--- src/rtl/scf_map.vh ---
// Register map, reset values, slot codes and marker codes of the sync channel framer.
`ifndef SCF_MAP_VH
`define SCF_MAP_VH

// Register addresses.
`define SCF_ADDR_LANE_TRAIN 9'h082
`define SCF_ADDR_MARK_SIG 9'h083
`define SCF_ADDR_BLACK_CLASS 9'h084
`define SCF_ADDR_IMAGE_CLASS 9'h085
`define SCF_ADDR_CRC_CLASS 9'h086
`define SCF_ADDR_TRAIN_CLASS 9'h087
`define SCF_ADDR_STATUS 9'h088

// Reset values.
`define SCF_RST_LANE_TRAIN 10'h3A6
`define SCF_RST_MARK_SIG 7'h2A
`define SCF_RST_BLACK_CLASS 10'h015
`define SCF_RST_IMAGE_CLASS 10'h035
`define SCF_RST_CRC_CLASS 10'h059
`define SCF_RST_TRAIN_CLASS 10'h3A6

// Slot codes given by the sequencer for each pixel clock word.
`define SCF_SLOT_IDLE 3'h0
`define SCF_SLOT_BLACK 3'h1
`define SCF_SLOT_IMAGE 3'h2
`define SCF_SLOT_CRC 3'h3
`define SCF_SLOT_MARKER 3'h4
`define SCF_SLOT_WINDOW 3'h5

// Marker kind selection and marker type codes.
`define SCF_KIND_FRAME_START 2'h0
`define SCF_KIND_FRAME_END 2'h1
`define SCF_KIND_LINE_START 2'h2
`define SCF_KIND_LINE_END 2'h3
`define SCF_TYPE_FRAME_START 3'h5
`define SCF_TYPE_FRAME_END 3'h6
`define SCF_TYPE_LINE_START 3'h1
`define SCF_TYPE_LINE_END 3'h2

// Generator polynomials without their leading term.
`define SCF_POLY10 10'h24F
`define SCF_POLY8 8'h4D

`endif

--- src/rtl/scf_sync_framer.v ---
// Sync channel word generator and data lane output stage with per-line checksums.
`timescale 1ns/10ps
`default_nettype none
`include "scf_map.vh"

// Operation
// Non-marker, non-window cycles send a class word for the lane content.
// 10-bit black and image class words come from programmable fields 0x015, 0x035.
// 10-bit checksum class 0x059 and training class 0x3A6 are programmable fields.
// 8-bit markers reuse the same fields, dropping their two lowest bits.
// 8-bit marker type in bits 7:5: 5 start, 6 end, 1 line start, 2 line end.
// 8-bit marker bits 4:0 carry signature, default 0x0A.
// 8-bit window word holds number in bits 4:2, rest zero, highest window wins.
// 8-bit class words are bits 9:2 of the 10-bit fields.
// Idle: lanes send training pattern, sync channel sends training class word.
// Lane training pattern is its own 10-bit field, default 0x3A6.
// 8-bit lane training pattern is bits 9:2 of that field.
// Each lane sends its own checksum at line end.
// Idle and training words never update the checksum.
// Sync channel sends checksum class word while lanes send checksums.
// 10-bit checksum polynomial x10+x9+x6+x3+x2+x+1.
// Checksum seeded at each line start, advanced per valid data word.
// Seed select zero gives all zeros, one gives all ones.
// 8-bit checksum polynomial x8+x6+x3+x2+1 with same seeding.
// Checksum covers the physical line across all windows in it.
// Pixels leave in kernels eight wide, one high, origin bottom left; the framer passes lanes straight and leaves the order to the sequencer.
// 10-bit marker type in bits 9:7, signature in 6:0, default 0x2A.
// 10-bit window word bits 2:0; overlap sends only highest window.
// Width select sets lanes, sync format and polynomial together.
// Receiver aligns on training pattern before trusting the other words.
module scf_sync_framer #(
  parameter LANES = 4,
  parameter W = 10,
  parameter WINDOWS = 8
) (
  input wire CLK,
  input wire RESET_N,
  input wire PIX_CLK,
  input wire WORD_MODE8,
  input wire CRC_SEED,
  input wire [2:0] SLOT_KIND,
  input wire [1:0] MARKER_KIND,
  input wire [WINDOWS-1:0] WINDOW_ACTIVE,
  input wire [LANES*W-1:0] LANE_DATA,
  input wire REG_WR,
  input wire [8:0] REG_ADDR,
  input wire [15:0] REG_WDATA,
  output reg [15:0] REG_RDATA,
  output reg [W-1:0] SYNC_WORD,
  output reg [LANES*W-1:0] LANE_WORD,
  output reg WORD_VALID
);

  // Configuration fields.
  reg [W-1:0] lane_training_pattern;
  reg [6:0] marker_signature;
  reg [W-1:0] black_class_code;
  reg [W-1:0] image_class_code;
  reg [W-1:0] checksum_class_code;
  reg [W-1:0] training_class_code;

  // Synchronisers for the pixel clock and every sequencer input.
  localparam SW = 1 + 1 + 1 + 3 + 2 + WINDOWS + LANES * W;
  reg [SW-1:0] in_s1;
  reg [SW-1:0] in_s2;
  reg pclk_d;
  wire pclk_sync;
  wire mode8;
  wire seed_ones;
  wire [2:0] slot;
  wire [1:0] kind;
  wire [WINDOWS-1:0] win_act;
  wire [LANES*W-1:0] lane_in;
  wire word_edge;

  // Line state shown in the status register.
  reg in_line;
  reg [2:0] last_window;

  // Checksum control, shared by all lanes.
  wire seed_load;
  wire advance;
  wire [LANES*W-1:0] lane_crc;

  // Next output values.
  reg [W-1:0] next_sync;
  reg [LANES*W-1:0] next_lane;

  // Highest active window; windows with lower numbers are hidden on overlap.
  function [2:0] top_window;
    input [WINDOWS-1:0] act;
    integer i;
    begin
      top_window = 3'h0;
      for (i = 0; i < WINDOWS; i = i + 1)
      begin
        if (act[i])
          top_window = i[2:0];
      end
    end
  endfunction

  // Fit a 10-bit field into the active word width, 8-bit words taking bits 9:2.
  function [W-1:0] fit_word;
    input [W-1:0] field;
    input m8;
    begin
      fit_word = m8 ? {2'h0, field[9:2]} : field;
    end
  endfunction

  // Frame marker type code for the requested marker kind.
  function [2:0] marker_type;
    input [1:0] k;
    begin
      case (k)
        `SCF_KIND_FRAME_START: marker_type = `SCF_TYPE_FRAME_START;
        `SCF_KIND_FRAME_END: marker_type = `SCF_TYPE_FRAME_END;
        `SCF_KIND_LINE_START: marker_type = `SCF_TYPE_LINE_START;
        default: marker_type = `SCF_TYPE_LINE_END;
      endcase
    end
  endfunction

  // Every sequencer input passes two flip-flops; only the second stage is read. The register port is not synchronised.
  always @(posedge CLK or negedge RESET_N)
  begin
    if (!RESET_N)
    begin
      in_s1 <= {SW{1'b0}};
      in_s2 <= {SW{1'b0}};
      pclk_d <= 1'b0;
    end
    else
    begin
      in_s1 <= {PIX_CLK, WORD_MODE8, CRC_SEED, SLOT_KIND, MARKER_KIND, WINDOW_ACTIVE,
        LANE_DATA};
      in_s2 <= in_s1;
      pclk_d <= pclk_sync;
    end
  end

  assign pclk_sync = in_s2[SW-1];
  assign mode8 = in_s2[SW-2];
  assign seed_ones = in_s2[SW-3];
  assign slot = in_s2[SW-4:SW-6];
  assign kind = in_s2[SW-7:SW-8];
  assign win_act = in_s2[LANES*W+WINDOWS-1:LANES*W];
  assign lane_in = in_s2[LANES*W-1:0];

  // One word per rising edge of the pixel clock.
  assign word_edge = pclk_sync & ~pclk_d;

  // A start marker opens a physical line, so one checksum covers every window in it.
  assign seed_load = word_edge && slot == `SCF_SLOT_MARKER &&
    (kind == `SCF_KIND_FRAME_START || kind == `SCF_KIND_LINE_START);

  // Black and image words are the only valid data words.
  assign advance = word_edge &&
    (slot == `SCF_SLOT_BLACK || slot == `SCF_SLOT_IMAGE);

  // One checksum engine per lane.
  genvar g;
  generate
    for (g = 0; g < LANES; g = g + 1)
    begin : lane_crc_gen
      scf_line_crc #(
        .W(W)
      ) u_crc (
        .clk(CLK),
        .reset_n(RESET_N),
        .seed_load(seed_load),
        .seed_ones(seed_ones),
        .advance(advance),
        .mode8(mode8),
        .data(mode8 ? {2'h0, lane_in[g*W+9:g*W+2]} : lane_in[g*W+W-1:g*W]),
        .crc(lane_crc[g*W+W-1:g*W])
      );
    end
  endgenerate

  // Sync channel word selection by slot; the window number is sent only in a window slot.
  always @*
  begin
    next_sync = fit_word(training_class_code, mode8);
    case (slot)
      `SCF_SLOT_MARKER:
      begin
        if (mode8)
          next_sync = {2'h0, marker_type(kind), marker_signature[6:2]};
        else
          next_sync = {marker_type(kind), marker_signature};
      end
      `SCF_SLOT_WINDOW:
      begin
        if (mode8)
          next_sync = {5'h00, top_window(win_act), 2'h0};
        else
          next_sync = {7'h00, top_window(win_act)};
      end
      `SCF_SLOT_BLACK: next_sync = fit_word(black_class_code, mode8);
      `SCF_SLOT_IMAGE: next_sync = fit_word(image_class_code, mode8);
      `SCF_SLOT_CRC: next_sync = fit_word(checksum_class_code, mode8);
      default: next_sync = fit_word(training_class_code, mode8);
    endcase
  end

  // Lane word selection: pixel data, the line checksum, or the training pattern.
  integer k;
  always @*
  begin
    next_lane = {LANES*W{1'b0}};
    for (k = 0; k < LANES; k = k + 1)
    begin
      case (slot)
        `SCF_SLOT_BLACK, `SCF_SLOT_IMAGE:
          next_lane[k*W +: W] = mode8 ? {2'h0, lane_in[k*W+2 +: 8]} : lane_in[k*W +: W];
        `SCF_SLOT_CRC:
          next_lane[k*W +: W] = lane_crc[k*W +: W];
        default:
          next_lane[k*W +: W] = fit_word(lane_training_pattern, mode8);
      endcase
    end
  end

  // Output words change only on a pixel clock edge and hold for the whole word.
  // Pixel order inside a kernel is the sequencer's job; lanes are passed straight.
  always @(posedge CLK or negedge RESET_N)
  begin
    if (!RESET_N)
    begin
      SYNC_WORD <= {W{1'b0}};
      LANE_WORD <= {LANES*W{1'b0}};
      WORD_VALID <= 1'b0;
      in_line <= 1'b0;
      last_window <= 3'h0;
    end
    else
    begin
      WORD_VALID <= word_edge;
      if (word_edge)
      begin
        SYNC_WORD <= next_sync;
        LANE_WORD <= next_lane;
        if (seed_load)
          in_line <= 1'b1;
        else if (slot == `SCF_SLOT_CRC)
          in_line <= 1'b0;
        if (slot == `SCF_SLOT_WINDOW)
          last_window <= top_window(win_act);
      end
    end
  end

  // Register writes from the control port; fields take the low bits of the data.
  always @(posedge CLK or negedge RESET_N)
  begin
    if (!RESET_N)
    begin
      lane_training_pattern <= `SCF_RST_LANE_TRAIN;
      marker_signature <= `SCF_RST_MARK_SIG;
      black_class_code <= `SCF_RST_BLACK_CLASS;
      image_class_code <= `SCF_RST_IMAGE_CLASS;
      checksum_class_code <= `SCF_RST_CRC_CLASS;
      training_class_code <= `SCF_RST_TRAIN_CLASS;
    end
    else if (REG_WR)
    begin
      case (REG_ADDR)
        `SCF_ADDR_LANE_TRAIN: lane_training_pattern <= REG_WDATA[W-1:0];
        `SCF_ADDR_MARK_SIG: marker_signature <= REG_WDATA[6:0];
        `SCF_ADDR_BLACK_CLASS: black_class_code <= REG_WDATA[W-1:0];
        `SCF_ADDR_IMAGE_CLASS: image_class_code <= REG_WDATA[W-1:0];
        `SCF_ADDR_CRC_CLASS: checksum_class_code <= REG_WDATA[W-1:0];
        `SCF_ADDR_TRAIN_CLASS: training_class_code <= REG_WDATA[W-1:0];
        default: ;
      endcase
    end
  end

  // Registered read data; unmapped addresses and unused upper bits read zero.
  always @(posedge CLK or negedge RESET_N)
  begin
    if (!RESET_N)
      REG_RDATA <= 16'h0000;
    else
    begin
      case (REG_ADDR)
        `SCF_ADDR_LANE_TRAIN: REG_RDATA <= {6'h00, lane_training_pattern};
        `SCF_ADDR_MARK_SIG: REG_RDATA <= {9'h000, marker_signature};
        `SCF_ADDR_BLACK_CLASS: REG_RDATA <= {6'h00, black_class_code};
        `SCF_ADDR_IMAGE_CLASS: REG_RDATA <= {6'h00, image_class_code};
        `SCF_ADDR_CRC_CLASS: REG_RDATA <= {6'h00, checksum_class_code};
        `SCF_ADDR_TRAIN_CLASS: REG_RDATA <= {6'h00, training_class_code};
        `SCF_ADDR_STATUS: REG_RDATA <= {mode8, in_line, last_window, 1'b0, lane_crc[W-1:0]};
        default: REG_RDATA <= 16'h0000;
      endcase
    end
  end

endmodule

`default_nettype wire

--- src/rtl/scf_line_crc.v ---
// Per-lane line checksum with 10-bit and 8-bit generator polynomials.
`timescale 1ns/10ps
`default_nettype none

module scf_line_crc #(
  parameter W = 10
) (
  input wire clk,
  input wire reset_n,
  input wire seed_load,
  input wire seed_ones,
  input wire advance,
  input wire mode8,
  input wire [W-1:0] data,
  output reg [W-1:0] crc
);

  // Bitwise shift of one word, most significant bit first.
  function [W-1:0] crc_step;
    input [W-1:0] state;
    input [W-1:0] word;
    input m8;
    integer i;
    reg [W-1:0] s;
    reg fb;
    begin
      s = state;
      for (i = W - 1; i >= 0; i = i - 1)
      begin
        if (m8)
        begin
          if (i <= 7)
          begin
            fb = s[7] ^ word[i];
            s = {2'h0, s[6:0], 1'b0} ^ (fb ? {2'h0, `SCF_POLY8} : {W{1'b0}});
          end
        end
        else
        begin
          fb = s[9] ^ word[i];
          s = {s[8:0], 1'b0} ^ (fb ? `SCF_POLY10 : {W{1'b0}});
        end
      end
      crc_step = s;
    end
  endfunction

  // Seeding wins over advancing; a marker word never carries data anyway.
  always @(posedge clk or negedge reset_n)
  begin
    if (!reset_n)
      crc <= {W{1'b0}};
    else if (seed_load)
      crc <= mode8 ? {2'h0, {8{seed_ones}}} : {W{seed_ones}};
    else if (advance)
      crc <= crc_step(crc, data, mode8);
  end

endmodule

`default_nettype wire

--- config.mk ---
export PLATFORM = sky130hd
export DESIGN_NAME = scf_sync_framer
export DESIGN_NICKNAME = d
export VERILOG_FILES = /design/src/rtl/scf_sync_framer.v /design/src/rtl/scf_line_crc.v
export VERILOG_INCLUDE_DIRS = /design/src /design/src/rtl
export SDC_FILE = /design/constraint.sdc
export NUM_CORES = 1
export LEC_CHECK = 0
export BUFFER_PORTS_ARGS = -buffer_cell sky130_fd_sc_hd__buf_2
export CORE_MARGIN = 2
export CORE_UTILIZATION = 60
export DETAILED_ROUTE_END_ITERATION = 8
export HOLD_SLACK_MARGIN = 0.15
export PLACE_DENSITY = 0.89
export SYNTH_ARGS = -nofsm -noshare
export SYNTH_HDL_FRONTEND = slang
export SYNTH_SLANG_ARGS = --single-unit
--- constraint.sdc ---
create_clock -name CLK -period 3.56 [get_ports CLK]
set_input_delay 0.712 -clock CLK [delete_from_list [all_inputs] [get_ports CLK]]
set_output_delay 0.712 -clock CLK [all_outputs]
set_load 0.01 [all_outputs]
==> results of run 1 <==
-- critical path, stage by stage (launching register included) --
cell and delay, ns:
dfrtp_4 0.56, mux2i_2 0.34, xnor2_2 0.19, xnor3_1 0.40, xor2_2 0.33, a21o_1 0.22, xor3_1 0.42, xnor2_1 0.23
xor2_1 0.19, xnor2_1 0.19, a21oi_1 0.12, nor2_1 0.12
-- through the flow --
stage	instance area (um^2)	cells
global route	17900	1945
floorplan	15600	1451
global placement	16900	1891
CTS	17900	1944
detailed placement	16900	1891
finish	17900	1945
-- routing by layer --
metal	track usage	wire [um]	up-vias
met3	0.0627	3970	169
met5	0	0	-
met2	0.526	20800	632
met4	0.152	2320	0
li1	-	-	5210
met1	0.411	16100	5915
-- timing repair --
| action | CTS | global route |
|---|---|---|
| hold buffers | 0 | 0 |
| resized for setup | 0 | 10 |
| endpoints found under the setup margin | 0 | 14 |
-- final cells by class --
type                            instances  area, um^2  area share
Multi-Input combinational cell       1056        8190       0.456
Sequential cell                       278        6990       0.390
Timing Repair Buffer                  214        1290      0.0717
Clock buffer                           37         816      0.0455
Tap cell                              335         419      0.0234
Clock inverter                         16         206      0.0115
Inverter                                8        33.8     0.00188
Antenna cell                            1        2.50    0.000139
-- state kept, by name (all words and copies together) (netlist names), 15 cells and up --
register / flops
in_s1: 55
lane_crc_gen.u_crc.crc: 40
in_s2: 55
LANE_WORD: 40
REG_RDATA: 15
-- worst min path at each step --
stage,from,to,slack [ns],cells after the start
after floorplan,in_s1[0],in_s2[0],0.33,0
after global placement,in_s1[30],in_s2[30],0.33,0
after detailed placement,in_s1[13],in_s2[13],0.33,0
after CTS,RESET_N,LANE_WORD[16],0.19,1
after global routing,RESET_N,in_s2[23],0.22,1
final,RESET_N,in_s2[23],0.15,1
-- cells in the final DEF, fill, tap and decap left out, types with 4 or more instances in the layout --
master,instances
nand2_1,108
xnor2_2,11
nand3_1,5
bufinv_16,4
nor3b_1,4
clkbuf_8,6
mux2_2,83
dfstp_2,26
a2111oi_0,6
nor2_1,120
xnor3_1,16
o22a_1,4
a211oi_1,4
a21oi_1,84
nand2b_1,6
clkbuf_16,29
clkinvlp_4,4
buf_2,141
a221oi_1,22
inv_1,6
clkinv_2,4
nor2b_1,8
a222oi_1,9
xnor2_1,231
buf_4,70
xor2_1,81
nor3_1,8
mux2i_1,46
mux4_2,11
o21ai_0,70
o221ai_1,8
and2_1,8
inv_6,4
xor3_1,6
xor2_2,9
dfrtp_1,250
a31oi_1,5
o21ai_1,31
a22oi_1,8
-- cells by family after synthesis --
family | synth area share
XOR/XNOR | 0.228
AO/OA/AOI/OAI | 0.108
flip-flops | 0.447
other | 0.000240
buffers and inverters | 0.0339
AND/OR/NAND/NOR | 0.0765
multiplexers | 0.107
==> results.txt, run 1 <==
----------------------------------------------------
[Synth]
  Yosys warning total ... 0
  Post-Synthesis Cell Area ... 15600 um^2
  Synth cell count leaders ... 252 x dfrtp_1, 235 x xnor2_1, 120 x nor2_1
  Cell taking the most area after synthesis ... dfrtp_1
  Post-synth top area share ... 0.403
  Distinct cells, synth ... 68
  Synthesized area divided by synthesized cell count ... 10.8 um^2
  Post-synth EDFFs ... 0
  Synthesized flop and latch total ... 278
  Sequential fraction of the synthesis area ... 0.447
  Post-Syn Instances ... 1451
  Synth area leaders ... dfrtp_1 40%, xnor2_1 13%, mux2_2 6.0%, xor2_1 4.6%, dfstp_2 4.4%
  Synth Net Count ... 1535
  Fraction of registers with async set/reset ... 1.00
  Top-count cell post-synth ... dfrtp_1
  Dominant register cell in the synthesized netlist ... dfrtp_1

[Setup path]
  Number of cells on the worst reg-to-reg path ... 11
  Reg-to-reg setup timing slack ... 0.15 ns
  CP Max Fanout ... 10
  Startpoint type of the worst setup path ... flop
  Kind of capture point of the worst setup path ... flop
  Critical setup path kind ... flop to flop
  Req. time, crit path ... 4.05 ns
  CP Data Arrival Time ... 3.90 ns
  Source of the worst register-to-register timing path ... in_s2[54]
  Beginning of the critical path ... in_s2[54]
  Capture point of the worst path ... lane_crc_gen[2].u_crc.crc[9]
  Endpoint of the worst-slack reg-to-reg timing path ... lane_crc_gen[2].u_crc.crc[9]

[Clock tree]
  Worst-case clock buffer depth ... 3
  CTS tree ... built
  CTS H-tree depth ... 1
  Clk_lat worst skew ... 0.56 ns
  Setup repair bufs after CTS ... 0
  Worst-path clk slew ... 0.07 ns
  TritonCTS Buffers ... 29
  Root buf cell ... clkbuf_16
  CTS sink cnt ... 278

[Floorplan]
  Die area ... 27400 um^2
  Die outline width ... 165 um
  Chip Height ... 165 um
  Area of the core region ... 25800 um^2
  Row count ... 59
  Starting density of the core ... 0.606
  I/O Pins ... 151

[Global routing]
  Largest net degree at the start of global routing ... 96
  Vias in the first global route ... 12100
  Number of antenna violations at the first check in global routing ... 1
  Wire length of the first global-routing pass ... 67.2 mm
  Grt total ovfl ... 0
  Global-route total usage across every layer ... 0.321

[Place]
  Final estimated routing congestion in global placement ... 0.968
  Detailed placer's ending HPWL ... 29.9 mm
  Worst setup timing slack at the placement stage ... 0.129 ns
  Port Buffers ... 142

[Routing]
  Total via count after detailed routing ... 11900
  Wirelength per Cell ... 22.2 um
  Final wirelength ... 43.2 mm
  Final antenna-violating net count ... 0
  DR pass1 iterations ... 8
  Drc violations ... 0
  Mean number of vias per cell ... 6.13
  Detailed Route Iter0 Violations ... 1213

[Timing]
  Worst slew margin relative to its limit ... 0.421
  Smallest hold slack ... 0.149 ns
  Setup_tns ... 0 ns
  Final worst-path setup slack ... 0.150 ns
  Final number of max-transition violations ... 0
  Final worst-path cycle share ... 0.958
  Worst-Margin Slew ... 0.865 ns
  Final period demand of the worst path ... 3.41 ns
  Count of final setup violators ... 0
  Hold violation count in the final report ... 0
  Highest clock frequency the design can meet ... 293 MHz
  Maximum clock skew at final layout ... 0.00994 ns
  Setup repair after global routing missed its margin ... no

[Outcome]
  Result of the run ... finished clean

[Worst hold path]
  Worst hold path class ... input pin to async pin

[Cells and area]
  Layout cell share with drive strength beyond 1 ... 0.263
  Area added between synthesis and finish ... 14.7%
  Utilization of the core after routing ... 0.695
  Number of nets at the end of the flow ... 1671
  Number of fill cells in the layout ... 1822

[Job]
  Max-cap viol count ... 0

----------------------------------------------------
Power of run 1 is not shown: default switching activity piles up to over one toggle a cycle in this logic, so the estimate is an artifact.
==> run 2, diff against run 1 <==
--- a/config.mk
+++ b/config.mk
@@ -8,10 +8,10 @@
 export LEC_CHECK = 0
 export BUFFER_PORTS_ARGS = -buffer_cell sky130_fd_sc_hd__buf_2
 export CORE_MARGIN = 2
-export CORE_UTILIZATION = 60
+export CORE_UTILIZATION = 40
 export DETAILED_ROUTE_END_ITERATION = 8
 export HOLD_SLACK_MARGIN = 0.15
-export PLACE_DENSITY = 0.89
+export PLACE_DENSITY = 0.66
 export SYNTH_ARGS = -nofsm -noshare
 export SYNTH_HDL_FRONTEND = slang
 export SYNTH_SLANG_ARGS = --single-unit
==> constraint.sdc (replaced) <==
create_clock -name CLK -period 3.56 [get_ports CLK]
set_input_delay 0 -clock CLK [delete_from_list [all_inputs] [get_ports CLK]]
set_output_delay 0 -clock CLK [all_outputs]
set_load 0.01 [all_outputs]
==> run 2 against run 1 <==
Non-clock buffer count rose by 150. First-iteration DRC count down 30%. Fmax up 1.6%. Register-to-register slack better by 0.05 ns. Largest cell class unchanged.
==> results.txt, run 2 (synthesis results as in run 1) <==
----------------------------------------------------
[Setup path]
  Kind of capture point of the worst setup path ... flop
  Startpoint type of the worst setup path ... flop
  Beginning of the critical path ... in_s2[54]
  Req. time, crit path ... 3.99 ns (-0.06 ns)
  CP Max Fanout ... 10 (unchanged)
  CP Data Arrival Time ... 3.78 ns (-0.12 ns)
  Critical setup path kind ... flop to flop
  Source of the worst register-to-register timing path ... in_s2[54]

[Floorplan]
  I/O Pins ... 151 (unchanged)
  Die area ... 40700 um^2 (+49%)
  Starting density of the core ... 0.405 (-0.201)
  Area of the core region ... 38600 um^2 (+50%)
  Chip Height ... 202 um (+22%)
  Row count ... 72 (+22%)
  Die outline width ... 202 um (+22%)

[Global routing]
  Grt total ovfl ... 0 (unchanged)
  Number of antenna violations at the first check in global routing ... 0 (-1)
  Global-route total usage across every layer ... 0.233 (-0.0876)
  Vias in the first global route ... 12300 (+1.5%)
  Most utilized layer in the global route result ... met2
  Wire length of the first global-routing pass ... 73.0 mm (+8.7%)
  Met2 usage in global routing ... 0.385 (-0.141)
  Met3 track demand over resource in global routing ... 0.0501 (-0.0125)
  Fraction of met1 tracks used by global routing ... 0.302 (-0.108)
  Largest net degree at the start of global routing ... 93 (-3.1%)

[Routing]
  Wirelength per Cell ... 20.5 um (-8.0%)
  Final wirelength ... 46.8 mm (+8.1%)
  DR pass1 iterations ... 8 (unchanged)
  Final antenna-violating net count ... 0 (unchanged)
  Detailed Route Iter0 Violations ... 845 (-30%)
  Drc violations ... 0 (unchanged)
  Mean number of vias per cell ... 5.25 (-14%)
  Total via count after detailed routing ... 12000 (+0.60%)

[Place]
  Detailed placer's ending HPWL ... 32.6 mm (+9.1%)
  Port Buffers ... 142 (unchanged)
  Final estimated routing congestion in global placement ... 0.917 (-5.3%)
  Worst setup timing slack at the placement stage ... 0.165 ns (+0.0362 ns)
  Placed instance count ... 2093 (+11%)

[Clock tree]
  TritonCTS Buffers ... 34 (+17%)
  Worst-path clk slew ... 0.06 ns (about the same)
  Root buf cell ... clkbuf_16
  CTS tree ... built
  CTS sink cnt ... 278 (unchanged)
  Clk_lat worst skew ... 0.55 ns (about the same)
  CTS H-tree depth ... 2 (+1)
  Worst-case clock buffer depth ... 3 (unchanged)

[Cells and area]
  Area added between synthesis and finish ... 26.1%
  Diode insertion count for antenna repair ... 0 (-1)
  Largest registers in the final layout ... in_s1 x55, in_s2 x55
  Layout cell share with drive strength beyond 1 ... 0.250 (-0.0133)
  Top library cells by usage in the layout, fill and taps aside ... 251 x dfrtp_1, 234 x xnor2_1, 141 x buf_2, 130 x dlygate4sd3_1, 120 x nor2_1
  Non-filler instance count after layout ... 2285 (+17%)
  Number of nets at the end of the flow ... 1826 (+9.3%)
  Leading cell type in the layout, fill and taps excluded ... dfrtp_1
  Number of fill cells in the layout ... 3417 (+88%)

[Timing]
  Final number of max-transition violations ... 0 (unchanged)
  Highest clock frequency the design can meet ... 298 MHz (+1.6%)
  Setup_tns ... 0 ns (unchanged)
  Maximum clock skew at final layout ... 0.0194 ns (+0.00945 ns)
  Final period demand of the worst path ... 3.36 ns (-0.0532 ns)
  Worst slew margin relative to its limit ... 0.457 (+0.0354)
  Smallest hold slack ... 0.224 ns (+0.0754 ns)
  Worst-Margin Slew ... 0.809 ns (-0.0554 ns)
  Final worst-path setup slack ... 0.203 ns (+0.0532 ns)
  Final worst-path cycle share ... 0.943 (-0.0149)
  Count of final setup violators ... 0 (unchanged)
  Hold violation count in the final report ... 0 (unchanged)
  Setup repair after global routing missed its margin ... no

[Power]
  Worst vdd rail ir drop ... 0.912 mV
  P_leak ... 0.00868 uW
  Pwr Total ... 23500 uW
  PwrDens ... 1190 nW/um^2

[Worst hold path]
  Worst Min Path Start ... REG_ADDR[0]
  Worst hold path class ... input pin to flop

[Job]
  Max-cap viol count ... 0 (unchanged)

[Outcome]
  Result of the run ... finished clean

----------------------------------------------------
[run 2: cell type report]
class | instances | area [um^2] | share of cell area
sequential | 278 | 6990 | 0.355
timing repair buffer | 364 | 2780 | 0.141
tap | 518 | 648 | 0.0329
clock inverter | 16 | 143 | 0.00723
clock buffer | 45 | 983 | 0.0499
multi-input combinational | 1056 | 8140 | 0.413
inverter | 8 | 30.0 | 0.00152
[run 2: per-stage QoR]
stage | util | area, um^2
2_1_floorplan | - | 15600
3_3_place_gp | 0.447 | 17300
3_5_place_dp | 0.447 | 17300
4_1_cts | 0.510 | 19700
5_1_grt | 0.510 | 19700
6_report | 0.510 | 19700
[run 2: repair_timing]
action / CTS / global route
hold buffers: 131 / 0
endpoints found under the hold margin: 363 / 0
setup endpoints to repair: 0 / 6
resized for setup: 0 / 1
buffers inserted: 0 / 0
[run 2: path summary, 6_finish.rpt]
check | endpoint | slack [ns] | cells past startpoint
max | lane_crc_gen[2].u_crc.crc[4] | 0.20 | 11
min | REG_RDATA[0] | 0.22 | 4
max reg2reg | lane_crc_gen[2].u_crc.crc[4] | 0.20 | 11
min reg2reg | in_s2[42] | 0.34 | 0
max in group asynchronous | in_s2[54] | 2.45 | 4
min in group asynchronous | REG_RDATA[14] | 0.66 | 4
[run 2: worst max-delay path, stage by stage (launching register included)]
cell and delay (ns):
dfrtp_4 0.55, mux2i_1 0.34, xnor2_2 0.20, xnor3_1 0.41, xor2_2 0.37, a21o_1 0.24, xor3_1 0.38, xnor2_1 0.15
o21ai_1 0.22, xnor2_1 0.15, nand2_1 0.07, o311a_1 0.14
[run 2: layer usage]
layer	wire length, um	vias to the layer above
met5	0	-
met4	1480	0
met3	3160	83
met2	22700	420
met1	19400	5970
li1	-	5525
[run 2: where the power goes]
part	switching, uW	leakage [uW]	internal, uW
clock	1410	0.000553	2030
combinational	7930	0.00475	7960
sequential	603	0.00338	3560
Note: power is estimated with default switching activity, not from simulation.
==> run 3, diff against run 2 <==
--- a/config.mk
+++ b/config.mk
@@ -8,10 +8,11 @@
 export LEC_CHECK = 0
 export BUFFER_PORTS_ARGS = -buffer_cell sky130_fd_sc_hd__buf_2
 export CORE_MARGIN = 2
-export CORE_UTILIZATION = 40
+export CORE_UTILIZATION = 50
 export DETAILED_ROUTE_END_ITERATION = 8
+export GPL_TIMING_DRIVEN = 0
 export HOLD_SLACK_MARGIN = 0.15
-export PLACE_DENSITY = 0.66
+export PLACE_DENSITY = 0.77
 export SYNTH_ARGS = -nofsm -noshare
 export SYNTH_HDL_FRONTEND = slang
 export SYNTH_SLANG_ARGS = --single-unit
==> run 3 against run 2 <==
Critical path depth up 1. Routed wire length up 8.1%. Flip-flop and latch count unchanged. First-iteration DRC count up 51%. Non-clock buffer count up 20. Core utilization up 13 points. Via count up 5.1%. Clock power down 2%. Total power up 2.1%. Highest routed layer unchanged.
==> results.txt, run 3 (synthesis results as in run 1) <==
----------------------------------------------------
[Outcome]
  Result of the run ... finished clean

[Routing]
  Final antenna-violating net count ... 0 (unchanged)
  Final wirelength ... 50.5 mm (+8.1%)
  Wirelength per Cell ... 23.2 um (+13%)
  Total via count after detailed routing ... 12600 (+5.1%)
  Detailed Route Iter0 Violations ... 1275 (+51%)
  DR pass1 iterations ... 6 (-2)
  Mean number of vias per cell ... 5.79 (+10%)
  Drc violations ... 0 (unchanged)

[Global routing]
  Largest net degree at the start of global routing ... 106 (+14%)
  Vias in the first global route ... 12800 (+3.8%)
  Wire length of the first global-routing pass ... 76.0 mm (+4.2%)
  Number of antenna violations at the first check in global routing ... 0 (unchanged)
  Global-route total usage across every layer ... 0.304 (+0.0704)
  Grt total ovfl ... 0 (unchanged)

[Floorplan]
  Chip Height ... 181 um (-10%)
  I/O Pins ... 151 (unchanged)
  Area of the core region ... 30700 um^2 (-21%)
  Die area ... 32700 um^2 (-20%)
  Die outline width ... 181 um (-10%)
  Starting density of the core ... 0.510 (+0.105)
  Row count ... 64 (-11%)

[Timing]
  Setup repair after global routing missed its margin ... yes
  Final worst-path cycle share ... 0.993 (+0.0498)
  Worst-Margin Slew ... 1.20 ns (+0.395 ns)
  Final number of max-transition violations ... 0 (unchanged)
  Count of final setup violators ... 0 (unchanged)
  Worst slew margin relative to its limit ... 0.189 (-0.267)
  Maximum clock skew at final layout ... 0.00999 ns (-0.00941 ns)
  Hold violation count in the final report ... 0 (unchanged)
  Highest clock frequency the design can meet ... 283 MHz (-5.0%)
  Final period demand of the worst path ... 3.53 ns (+0.177 ns)

[Setup path]
  Critical setup path kind ... flop to flop
  Crit-path max cell delay ... 0.70 ns (+0.15 ns)
  CP Max Fanout ... 10 (unchanged)
  Sequence of cells on the critical path ... buf_6 > clkbuf_4 > buf_6 > clkbuf_8 > buf_4 > buf_6 > clkbuf_8 > buf_6 > clkbuf_2 > nor2_1 > a21oi_1 > nor2_1
  Slowest cell on crit path ... nor2_1
  Req. time, crit path ... 4.05 ns (+0.06 ns)
  Kind of capture point of the worst setup path ... flop
  Startpoint type of the worst setup path ... flop
  CP Data Arrival Time ... 4.02 ns (+0.24 ns)
  Library cell appearing most often on the critical path ... buf_6

[Clock tree]
  Worst-path clk slew ... 0.06 ns (about the same)
  CTS sink cnt ... 278 (unchanged)
  TritonCTS Buffers ... 30 (-12%)
  Clk_lat worst skew ... 0.56 ns (about the same)
  Root buf cell ... clkbuf_16
  Worst-case clock buffer depth ... 3 (unchanged)
  CTS tree ... built
  CTS H-tree depth ... 1 (-1)

[Cells and area]
  Area added between synthesis and finish ... 25.8%
  Number of nets at the end of the flow ... 1842 (+0.88%)
  Number of fill cells in the layout ... 2368 (-31%)
  Area taken by flip-flops and latches ... 6990 um^2 (about the same)
  Top library cells by usage in the layout, fill and taps aside ... 250 x dfrtp_1, 229 x xnor2_1, 150 x buf_2, 127 x dlygate4sd3_1, 116 x nor2_1
  Largest registers in the final layout ... in_s1 x55, in_s2 x55
  Area occupied by multi-input gates ... 8410 um^2 (+3.3%)
  Leading cell type in the layout, fill and taps excluded ... dfrtp_1
  Non-filler instance count after layout ... 2178 (-4.7%)
  Diode insertion count for antenna repair ... 0 (unchanged)
  Layout cell share with drive strength beyond 1 ... 0.236 (-0.0139)

[Place]
  Placed instance count ... 1989 (-5.0%)
  Port Buffers ... 140 (-1.4%)
  Final estimated routing congestion in global placement ... 0.982 (+7.1%)
  Detailed placer's ending HPWL ... 34.4 mm (+5.5%)

[Power]
  P_leak ... 0.00855 uW (-1.4%)
  Worst vdd rail ir drop ... 0.901 mV (-1.2%)
  PwrDens ... 1220 nW/um^2 (+2.3%)
  Pwr Total ... 24000 uW (+2.1%)

[Worst hold path]
  Worst hold path class ... input pin to flop

[Job]
  Max-cap viol count ... 0 (unchanged)

----------------------------------------------------
==> run 3: cell types whose count changed in the layout (fill, tap and decap cells not counted), sizes merged <==
cell and change:
dlygate4sd3 -3, clkinv -3, clkbuf +74, inv +2, buf -58, clkdlybuf4s15 +1
clkinvlp -1, bufinv +3
==> run 3: layer usage <==
metal | up-vias | global-route usage | wire [um]
met5 | - | 0 | 0
met4 | 0 | 0.143 | 2750
met3 | 161 | 0.0609 | 4640
met2 | 699 | 0.489 | 23600
met1 | 6201 | 0.395 | 19500
li1 | 5552 | - | -
==> run 3: layout make-up <==
| cell class | instances | share of cell area |
|---|---|---|
| well taps | 396 | 0.0252 |
| repair buffers | 277 | 0.108 |
| multi-input cells | 1056 | 0.427 |
| flip-flops and latches | 278 | 0.355 |
| clock inverters | 17 | 0.0112 |
| plain buffers | 107 | 0.0277 |
| inverters | 8 | 0.00153 |
| clock buffers | 39 | 0.0445 |
==> run 3: metrics by stage <==
step,TNS (ns),instance area [um^2],hold slack [ns],setup slack [ns],util
floorplan,0,15600,-0.296,0.478,-
global placement,-717.43,16800,0.108,-2.40,0.549
detailed placement,-108.71,16900,0.00408,-1.69,0.551
CTS,-0.0479,19400,0.267,-0.0161,0.634
global route,-0.148,19700,0.303,-0.0440,0.642
finish,0,19700,0.280,0.0261,0.642
==> run 3: timing repair <==
action	CTS	global route
hold buffers	128	0
resized for setup	44	34
pin swaps	0	2
cloned	0	0
buffers inserted	0	7
endpoints found under the hold margin	377	0
endpoints found under the setup margin	91	58
==> run 3: worst paths after layout <==
kind | cells after the start | slack (ns) | from | to
max | 12 | 0.03 | in_s2[54] | lane_crc_gen[0].u_crc.crc[9]
min | 4 | 0.28 | REG_ADDR[0] | REG_RDATA[4]
max reg2reg | 12 | 0.03 | in_s2[54] | lane_crc_gen[0].u_crc.crc[9]
min reg2reg | 0 | 0.35 | in_s1[28] | in_s2[28]
max in group asynchronous | 4 | 2.38 | RESET_N | in_s2[54]
min in group asynchronous | 3 | 0.60 | RESET_N | marker_signature[3]
==> run 3: worst max-delay path, delay by kind of cell, from the launching register on <==
| family | cells | cell delay (ns) |
|---|---|---|
| AO/OA/AOI/OAI | 1 | 0.22 |
| buffers and inverters | 9 | 1.89 |
| flip-flops | 1 | 0.46 |
| AND/OR/NAND/NOR | 2 | 0.85 |
==> run 3: where the power goes <==
part | switching (uW) | internal [uW] | leakage (uW)
Clock | 1350 | 2040 | 0.000536
Sequential | 452 | 3560 | 0.00338
Combinational | 8650 | 7930 | 0.00464
